### config.mk
export PLATFORM = sky130hd
export DESIGN_NAME = ssrd_top
export DESIGN_NICKNAME = d
export VERILOG_FILES = /design/src/verilog/ssrd_pkg.sv /design/src/verilog/ssrd_top.sv
export SDC_FILE = /design/constraint.sdc
export NUM_CORES = 1
export LEC_CHECK = 0
export BUFFER_PORTS_ARGS = -buffer_cell sky130_fd_sc_hd__buf_2
export CAP_MARGIN = 20
export CORE_UTILIZATION = 60
export CTS_BUF_LIST = sky130_fd_sc_hd__clkbuf_16
export CTS_CLUSTER_SIZE = 16
export DETAILED_ROUTE_END_ITERATION = 10
export GPL_ROUTABILITY_DRIVEN = 0
export MAX_ROUTING_LAYER = met4
export PLACE_DENSITY = 0.82
export SYNTH_ARGS = -nofsm -noshare
export SYNTH_HDL_FRONTEND = slang
export SYNTH_SLANG_ARGS = --single-unit
### constraint.sdc
create_clock -name mclk -period 4.7 [get_ports mclk]
set_clock_uncertainty 0.1 [all_clocks]
set_input_delay 0.47 -clock mclk [delete_from_list [all_inputs] [get_ports mclk]]
set_output_delay 0.47 -clock mclk [all_outputs]
set_load 0.01 [all_outputs]
### src/verilog/ssrd_pkg.sv
// package for the safety sensor release and diagnostic block
//
// Functional notes
// RQ1: response bit 4 shows both inputs live
// RQ2: response bit 5 shows actuation in limit zone
// RQ3: diagnostic bits 2,3,5 and error bit 4 positional
// RQ4: warning bit 6 flags gateway communication failure
// RQ5: error bit 6 flags discrepancy time exceeded
// RQ6: power-up: outputs off, yellow blinks 5 Hz
// RQ7: auto variant releases when feedback closes
// RQ8: button variant releases on button falling edge
// RQ9: auto variant needs no edge, level suffices
// RQ10: inputs differing over 500 ms switch outputs off
// RQ11: discrepancy fault blocks release until acknowledged
// RQ12: discrepancy fault survives supply loss
// RQ13: acknowledge by button falling edge or request bit 6
// RQ14: fault clears: cause gone and bit7 fall or guard open
// RQ15: response bit 6 warning, bit 7 error off
// RQ16: warning held 30 minutes switches outputs off
package ssrd_pkg;

  // ------------------------------------------------------------
  // clock and timing
  // ------------------------------------------------------------
  localparam longint CLK_HZ        = 50_000_000;
  localparam longint BLINK5_HZ     = 5;
  localparam longint BLINK1_HZ     = 1;
  localparam longint DISC_MS       = 500;
  localparam longint WARN_MIN      = 30;
  // half periods of the blink rates, longest times round down
  localparam longint BLINK5_CYC    = CLK_HZ / (2 * BLINK5_HZ);
  localparam longint BLINK1_CYC    = CLK_HZ / (2 * BLINK1_HZ);
  // least times round up
  localparam longint DISC_CYC      = (DISC_MS * CLK_HZ + 999) / 1000;
  localparam longint WARN_CYC      = WARN_MIN * 60 * CLK_HZ;
  localparam int     BLINK_CW      = 25;
  localparam int     DISC_CW       = 26;
  localparam int     WARN_CW       = 37;
  localparam int     NV_LOAD_CYC   = 3;

  // ------------------------------------------------------------
  // register map, byte addresses
  // ------------------------------------------------------------
  localparam logic [7:0] ADDR_REQUEST  = 8'h00;
  localparam logic [7:0] ADDR_RESPONSE = 8'h04;
  localparam logic [7:0] ADDR_WARNING  = 8'h08;
  localparam logic [7:0] ADDR_ERROR    = 8'h0c;
  localparam logic [7:0] ADDR_IRQ_STAT = 8'h10;
  localparam logic [7:0] ADDR_IRQ_MASK = 8'h14;
  localparam logic [7:0] ADDR_CONFIG   = 8'h18;

  // field positions
  localparam int REQ_ACK_BIT   = 6;
  localparam int REQ_RESET_BIT = 7;
  localparam int CFG_VARIANT   = 0;  // 0 auto_feedback_release, 1 reset_button_release
  localparam int CFG_DISC_EN   = 1;
  localparam int IRQ_OFF       = 0;
  localparam int IRQ_WARN      = 1;
  localparam int IRQ_ERR       = 2;
  localparam int IRQ_DISC      = 3;

  // reset values
  localparam logic [7:0] REQUEST_RST  = 8'h00;
  localparam logic [1:0] CONFIG_RST   = 2'h0;
  localparam logic [3:0] IRQ_MASK_RST = 4'h0;

  // fault sources, one bit per diagnostic cause
  typedef struct packed {
    logic internal;      // diag bit 5
    logic actuator_bad;  // error bit 4
    logic overtemp;      // diag bit 3
    logic cross_wire;    // diag bit 2
    logic out_b;         // diag bit 1
    logic out_a;         // diag bit 0
  } ssrd_faults_t;

  // everything arriving on device pins
  typedef struct packed {
    logic         safety_input_a;
    logic         safety_input_b;
    logic         feedback_closed;
    logic         reset_button;
    logic         ack_button;
    logic         actuator_detected;
    logic         actuator_in_limit;
    logic         comm_fail;
    logic         nv_disc_in;
    ssrd_faults_t warn_src;
    ssrd_faults_t err_src;
  } ssrd_pins_t;

  typedef struct packed {
    logic [7:0]  addr;
    logic [31:0] wdata;
    logic        wr;
    logic        rd;
  } ssrd_bus_req_t;

  typedef struct packed {
    logic green;
    logic red;
    logic yellow;
  } ssrd_leds_t;

  typedef enum logic [1:0] {
    ST_WAIT = 2'b00,
    ST_ON   = 2'b01,
    ST_ERR  = 2'b10
  } ssrd_state_t;

endpackage

### src/verilog/ssrd_top.sv
// release, discrepancy and diagnostic logic of a chained safety sensor
//
// Design decisions made here: the register addresses and the strobed register port.
`timescale 1ns/1ps
`default_nettype none
module ssrd_top #(
  parameter longint BLINK5_N = ssrd_pkg::BLINK5_CYC,
  parameter longint BLINK1_N = ssrd_pkg::BLINK1_CYC,
  parameter longint DISC_N   = ssrd_pkg::DISC_CYC,
  parameter longint WARN_N   = ssrd_pkg::WARN_CYC
) (
  input  wire logic                   mclk,
  input  wire logic                   rstn,
  input  wire ssrd_pkg::ssrd_pins_t   pins,
  input  wire ssrd_pkg::ssrd_bus_req_t bus,
  output var  logic [31:0]            rdata,
  output var  logic                   safety_output_a,
  output var  logic                   safety_output_b,
  output var  ssrd_pkg::ssrd_leds_t   leds,
  output var  logic                   irq,
  output var  logic                   nv_disc_out
);
  import ssrd_pkg::*;

  // ------------------------------------------------------------
  // pin synchronisers
  // ------------------------------------------------------------
  ssrd_pins_t s1_q, s_q, p_q;

  // two stages, then one more copy for edge detection
  always_ff @(posedge mclk or negedge rstn) begin
    if (!rstn) begin
      s1_q <= '0;
      s_q  <= '0;
      p_q  <= '0;
    end else begin
      s1_q <= pins;
      s_q  <= s1_q;
      p_q  <= s_q;
    end
  end

  wire logic both_live = s_q.safety_input_a & s_q.safety_input_b;
  wire logic rb_fall   = p_q.reset_button & ~s_q.reset_button;
  wire logic ack_fall  = p_q.ack_button & ~s_q.ack_button;
  wire logic guard_opn = ~s_q.actuator_detected;

  // ------------------------------------------------------------
  // register bus decode
  // ------------------------------------------------------------
  wire logic wr_req  = bus.wr & (bus.addr == ADDR_REQUEST);
  wire logic wr_stat = bus.wr & (bus.addr == ADDR_IRQ_STAT);
  wire logic wr_mask = bus.wr & (bus.addr == ADDR_IRQ_MASK);
  wire logic wr_cfg  = bus.wr & (bus.addr == ADDR_CONFIG);

  logic [7:0] req_q;
  logic [1:0] cfg_q;
  logic [3:0] mask_q;

  // request bit 7 falling and request bit 6 acknowledge come from writes
  wire logic req7_fall = wr_req & req_q[REQ_RESET_BIT] & ~bus.wdata[REQ_RESET_BIT];
  wire logic bus_ack   = wr_req & bus.wdata[REQ_ACK_BIT];
  wire logic rb_mode   = cfg_q[CFG_VARIANT];
  wire logic disc_en   = cfg_q[CFG_DISC_EN];

  always_ff @(posedge mclk or negedge rstn) begin
    if (!rstn) begin
      req_q  <= REQUEST_RST;
      cfg_q  <= CONFIG_RST;
      mask_q <= IRQ_MASK_RST;
    end else begin
      if (wr_req)  req_q  <= bus.wdata[7:0];
      if (wr_cfg)  cfg_q  <= bus.wdata[1:0];
      if (wr_mask) mask_q <= bus.wdata[3:0];
    end
  end

  // ------------------------------------------------------------
  // latched errors
  // ------------------------------------------------------------
  logic [5:0] err_q;
  // a bit leaves only when its cause is gone; a live cause re-sets it
  wire logic       err_clr = req7_fall | guard_opn;                      // RQ14
  wire logic [5:0] err_d   = s_q.err_src | (err_clr ? 6'h00 : err_q);   // RQ14
  wire logic       err_any = |err_q;

  always_ff @(posedge mclk or negedge rstn) begin
    if (!rstn) err_q <= 6'h00;
    else       err_q <= err_d;
  end

  // ------------------------------------------------------------
  // discrepancy monitor
  // ------------------------------------------------------------
  logic [DISC_CW-1:0] dcnt_q;
  logic               disc_q;
  logic [1:0]         ld_q;
  // counts while only one input has shut down; a matched drop resets it
  wire logic disc_run = disc_en & (s_q.safety_input_a ^ s_q.safety_input_b);   // RQ10
  wire logic disc_hit = disc_run & (dcnt_q == DISC_CW'(DISC_N));               // RQ10
  wire logic disc_ack = ack_fall | bus_ack;                                    // RQ13
  wire logic nv_load  = (ld_q == 2'(NV_LOAD_CYC - 1));
  // the stored fault is only read once the synchroniser has settled
  wire logic disc_d   = disc_hit | (nv_load & s_q.nv_disc_in) | (disc_q & ~disc_ack); // RQ12

  always_ff @(posedge mclk or negedge rstn) begin
    if (!rstn) begin
      dcnt_q <= '0;
      disc_q <= 1'b0;
      ld_q   <= 2'h0;
    end else begin
      dcnt_q <= (disc_run & ~disc_hit) ? dcnt_q + 1'b1 : '0;
      disc_q <= disc_d;
      if (!nv_load && ld_q != 2'(NV_LOAD_CYC)) ld_q <= ld_q + 2'h1;
      else if (nv_load)                       ld_q <= 2'(NV_LOAD_CYC);
    end
  end

  // external non-volatile cell follows the latch continuously
  always_ff @(posedge mclk or negedge rstn) begin
    if (!rstn) nv_disc_out <= 1'b0;
    else       nv_disc_out <= disc_q;                                  // RQ12
  end

  // ------------------------------------------------------------
  // warning and long-warning trip
  // ------------------------------------------------------------
  wire logic [7:0] warn_byte = {1'b0, s_q.comm_fail, s_q.warn_src.internal, 1'b0,  // RQ4 RQ3
                                s_q.warn_src.overtemp, s_q.warn_src.cross_wire,
                                s_q.warn_src.out_b, s_q.warn_src.out_a};
  wire logic [7:0] err_byte  = {1'b0, disc_q, err_q[5], err_q[4],                  // RQ5 RQ3
                                err_q[3], err_q[2], err_q[1], err_q[0]};
  wire logic warn_any = |warn_byte;

  logic [WARN_CW-1:0] wcnt_q;
  logic               trip_q;
  wire logic trip_hit = warn_any & ~trip_q & (wcnt_q == WARN_CW'(WARN_N - 1));    // RQ16

  // the trip only lifts once the warning itself has gone
  always_ff @(posedge mclk or negedge rstn) begin
    if (!rstn) begin
      wcnt_q <= '0;
      trip_q <= 1'b0;
    end else begin
      wcnt_q <= (warn_any & ~trip_q & ~trip_hit) ? wcnt_q + 1'b1 : '0;
      trip_q <= warn_any & (trip_q | trip_hit);                                    // RQ16
    end
  end

  // ------------------------------------------------------------
  // release state machine
  // ------------------------------------------------------------
  ssrd_state_t state_q, state_d;
  wire logic run_ok  = s_q.actuator_detected & both_live & ~err_any & ~disc_q & ~trip_q; // RQ11
  // auto variant acts on the closed level, the button variant on its edge only
  wire logic rel_ok  = rb_mode ? rb_fall : s_q.feedback_closed;                // RQ7 RQ8 RQ9

  always_comb begin
    state_d = state_q;
    case (state_q)
      ST_WAIT: begin
        if (run_ok && rel_ok) state_d = ST_ON;                                 // RQ6 RQ7 RQ8
      end
      ST_ON: begin
        if (err_any || disc_q || trip_q) state_d = ST_ERR;                     // RQ10 RQ16
        else if (!run_ok)                state_d = ST_WAIT;
      end
      ST_ERR: begin
        if (!err_any && !disc_q && !trip_q) state_d = ST_WAIT;                 // RQ11
      end
      default: state_d = ST_WAIT;
    endcase
  end

  logic on_q;
  always_ff @(posedge mclk or negedge rstn) begin
    if (!rstn) begin
      state_q <= ST_WAIT;
      on_q    <= 1'b0;
    end else begin
      state_q <= state_d;
      on_q    <= (state_d == ST_ON);
    end
  end
  assign safety_output_a = on_q;
  assign safety_output_b = on_q;

  // ------------------------------------------------------------
  // blink generators and indicators
  // ------------------------------------------------------------
  logic [BLINK_CW-1:0] b5_q, b1_q;
  logic                bl5_q, bl1_q;
  wire logic b5_end = (b5_q == BLINK_CW'(BLINK5_N - 1));
  wire logic b1_end = (b1_q == BLINK_CW'(BLINK1_N - 1));

  always_ff @(posedge mclk or negedge rstn) begin
    if (!rstn) begin
      b5_q  <= '0;
      b1_q  <= '0;
      bl5_q <= 1'b0;
      bl1_q <= 1'b0;
    end else begin
      b5_q  <= b5_end ? '0 : b5_q + 1'b1;
      b1_q  <= b1_end ? '0 : b1_q + 1'b1;
      bl5_q <= bl5_q ^ b5_end;
      bl1_q <= bl1_q ^ b1_end;
    end
  end

  // yellow: 5 Hz waiting for release, 1 Hz in the limit zone, steady when on
  wire logic yel_d = (state_q == ST_WAIT) ? (s_q.actuator_detected & bl5_q) :  // RQ6
                     (state_q == ST_ON)   ? (s_q.actuator_in_limit ? bl1_q : 1'b1) : 1'b0;  // RQ7
  wire logic red_d = trip_q ? bl1_q : (err_any | disc_q | warn_any);           // RQ16

  always_ff @(posedge mclk or negedge rstn) begin
    if (!rstn) leds <= '0;
    else       leds <= '{green: ~s_q.actuator_detected | (state_q == ST_WAIT), red: red_d, yellow: yel_d};
  end

  // ------------------------------------------------------------
  // response byte, interrupts, read data
  // ------------------------------------------------------------
  wire logic fb_wait  = rb_mode ? (state_q != ST_ON) : ~s_q.feedback_closed;
  wire logic [7:0] resp_byte = {(state_q == ST_ERR), warn_any,                // RQ15
                                s_q.actuator_in_limit & s_q.actuator_detected, // RQ2
                                both_live, fb_wait, 1'b0,                      // RQ1
                                s_q.actuator_detected, on_q};

  logic       warn_p_q, err_p_q;
  logic [3:0] stat_q;
  wire logic [3:0] ev = {disc_hit, err_any & ~err_p_q, warn_any & ~warn_p_q, on_q & (state_d != ST_ON)};
  // a new event in the clearing cycle survives the clear
  wire logic [3:0] stat_d = ev | (stat_q & ~(wr_stat ? bus.wdata[3:0] : 4'h0));

  always_ff @(posedge mclk or negedge rstn) begin
    if (!rstn) begin
      stat_q   <= 4'h0;
      warn_p_q <= 1'b0;
      err_p_q  <= 1'b0;
      irq      <= 1'b0;
    end else begin
      stat_q   <= stat_d;
      warn_p_q <= warn_any;
      err_p_q  <= err_any;
      irq      <= |(stat_d & mask_q);
    end
  end

  wire logic [7:0] rd_mux = (bus.addr == ADDR_REQUEST)  ? req_q :
                            (bus.addr == ADDR_RESPONSE) ? resp_byte :
                            (bus.addr == ADDR_WARNING)  ? warn_byte :
                            (bus.addr == ADDR_ERROR)    ? err_byte :
                            (bus.addr == ADDR_IRQ_STAT) ? {4'h0, stat_q} :
                            (bus.addr == ADDR_IRQ_MASK) ? {4'h0, mask_q} :
                            (bus.addr == ADDR_CONFIG)   ? {6'h00, cfg_q} : 8'h00;

  // read data stands only in the cycle after the strobe
  always_ff @(posedge mclk or negedge rstn) begin
    if (!rstn) rdata <= 32'h0000_0000;
    else       rdata <= bus.rd ? {24'h00_0000, rd_mux} : 32'h0000_0000;
  end
endmodule // ssrd_top
`default_nettype wire
==> impl_metrics.ini <==
[status]
status = complete, but fails checks
violations = negative hold slack

[worst_setup_path]
cp_num_buf_inv = 0
cp_max_fo = 26
cp.arrival_ps = 2750
required_ps = 4940
endpoint_kind = flip-flop
max_stage_delay_ps = 1000
start_kind = flip-flop
cp_top_family = compound AO/OA/AOI/OAI gates
cp_cell_sequence = nor4b_1, nand4_1, o311ai_4, nor2_1
crit_slowest_cell = o311ai_4
worstSetupPathType = reg -> reg

[clock_network]
cts_tree = done
cts_made_buffers = 21
cts-root-buf = clkbuf_16
cts_max_path_buffers = 3
path_clk_slew_ps = 60
clock-sinks = 203
htree_levels = 1
clock_latency_ps = 500
cts-resized-gates = 0

[timing]
setup_tns_ps = 0
max_freq_mhz = 398
setup_viol = 0
holdWs_ps = -28.6
layout_min_cycle_time_ps = 2510
rsz0062_at_grt = false
worstMarginPinSlew_ps = 1080
post-route-period-util = 0.535
slew_viol_final = 0
slew-limit-headroom = 0.278
finalHoldViolCount = 11

[cells_and_area]
final_nets = 963
fillers = 1073
finish.utilization = 0.702
final_cell_mix = dfrtp_1, nor2_1, xor2_1
areaGrowthSynthToFinish_pct = 14.1
layout_commonest_cell = dfrtp_1
layout-drive-gt1-share = 0.134

[floorplanning]
fp.dieW_um = 124
initial_utilization = 0.615
core_um2 = 14500
io_pins = 104
die_area_um2 = 15400
fp.dieH_um = 124
num_rows = 44

[global_routing]
grt_pass1_vias = 5876
grt_overflow = 0
grt_pass1_wl_um = 28300
antenna_found_initial = 1
grt.total_usage = 0.243
grt_max_degree = 109

[routing]
num_vias = 6120
drc = 0
drtPass1Iterations = 5
ant_nets = 0
wl_per_cell_um = 16.0
routed_via_density = 5.61
routed_wl_um = 17400
drt_first_iter_violations = 443

[synthesis]
synthesis.area_um2 = 8940
synth_cell_type_count = 59
netlist_top_cells_area = dfrtp_1, xor2_1, nor2_1, xnor2_1, nand3_1
yosys_warnings = 0
netlist_instances = 815
synth_edf_count = 0
synth_seq_cells = 203
yosys.area.top_type = dfrtp_1
syn_area_per_cell_um2 = 11.0
synthFlopType = dfrtp_1
seq_area_frac_synth = 0.568
synthArstFlopShare = 1.00
synth_top_area_share = 0.568

[power_and_ir_drop]
irDropWorstVdd_mv = 0.316
power.total_mw = 3.78
power.density_nw_per_um2 = 370
power_leakage_nw = 4.67

[job]
cap_violations = 0

[placement]
dp_hpwl_um = 11300
port_buffers = 54

[min_path]
hold_path_class = in -> async
-- path summary, 6_finish.rpt --
kind                       slack [ps]           startpoint  cells past startpoint                    to
setup / recovery                 2190  dcnt_q[8]$_DFF_PN0_                      4  dcnt_q[24]$_DFF_PN0_
hold / removal                    -30                 rstn                      1  wcnt_q[14]$_DFF_PN0_
setup reg to reg                 2190  dcnt_q[8]$_DFF_PN0_                      4  dcnt_q[24]$_DFF_PN0_
hold reg to reg                   240    s1_q[0]$_DFF_PN0_                      0      s_q[0]$_DFF_PN0_
max in group asynchronous        3590                 rstn                      2     s_q[13]$_DFF_PN0_
min in group mclk                  90               bus[7]                      2  req_q[5]$_DFFE_PN0P_
-- where the power goes --
group / switching, mW / leakage (nW) / total [mW] / internal, mW
registers: 0.0458 / 2.63 / 1.85 / 1.81
logic: 0.101 / 1.67 / 0.171 / 0.0701
clock network: 0.667 / 0.374 / 1.75 / 1.09
-- final cells by class --
cell class,instances,area (um^2),share of cell area
timing repair buffer,79,529,0.0519
multi-input combinational,561,3540,0.347
sequential,203,5080,0.498
clock inverter,16,204,0.0200
inverter,26,97.6,0.00956
antenna,1,2.50,0.000245
clock buffer,21,526,0.0515
tap,184,230,0.0226
-- Yosys cell counts (3+ instances only) --
cell type / number
o21ai_0: 10
nand3_1: 50
xnor2_1: 39
a21o_1: 6
buf_2: 4
nor4_1: 11
a22oi_1: 3
clkbuf_1: 12
nor2_1: 114
buf_6: 5
a21oi_1: 6
a31oi_1: 5
or4b_1: 3
dfrtp_1: 203
mux2_2: 14
nand2_1: 47
nor2b_1: 6
a222oi_1: 3
and2_1: 11
nor3_1: 16
ha_1: 6
buf_4: 26
nand2b_1: 6
and4_1: 7
and3_1: 23
nand4_1: 39
or2_2: 3
nor4_2: 3
xor2_1: 67
nor4b_1: 6
inv_1: 26
-- per-layer routing --
layer / vias up / track usage / share of wire
li1: 2907 / - / -
met1: 3008 / 0.315 / 0.44
met2: 159 / 0.386 / 0.48
met3: 46 / 0.0430 / 0.048
met4: 0 / 0.0841 / 0.031
met5: - / - / 0
-- what timing repair did --
item / in CTS / in global routing
hold endpoints to repair: 20 / 0
setup buffers: 0 / 0
hold buffers: 20 / 0
-- per-stage QoR --
step | std cells | setup WS [ps] | area, um^2 | hold slack (ps)
after floorplan | 838 | 2700 | 9030 | 74.4
after global placement | 1032 | 2140 | 9270 | 234
after detailed placement | 1032 | 2090 | 9270 | 235
after CTS | 1089 | 2040 | 10200 | 28.5
after global routing | 1091 | 1970 | 10200 | 52.6
final | 1091 | 2190 | 10200 | -28.6
-- sequential cells by signal, indices dropped and copies added, names as in the netlist, 3 cells and up --
signal / flops
s_q: 19
b5_q: 25
leds: 3
stat_q: 4
err_q: 6
mask_q: 4
s1_q: 20
b1_q: 25
wcnt_q: 37
req_q: 8
dcnt_q: 26
rdata: 8
-- worst register-to-register path: stages (launching register included) --
cell and delay [ps]:
dfrtp_1 410, nor4b_1 370, nand4_1 290, o311ai_4 1000
nor2_1 170
-- cells by family after synthesis --
logic type               Yosys count  synth area share
multiplexers                      16            0.0199
XOR/XNOR                         106             0.104
buffers and inverters             74            0.0467
other                              1          0.000419
adder cells (fa/ha/maj)            6           0.00839
AO/OA/AOI/OAI                     50            0.0416
flip-flops                       203             0.568
AND/OR/NAND/NOR                  359             0.211
Power figures use the tool's default switching activity.
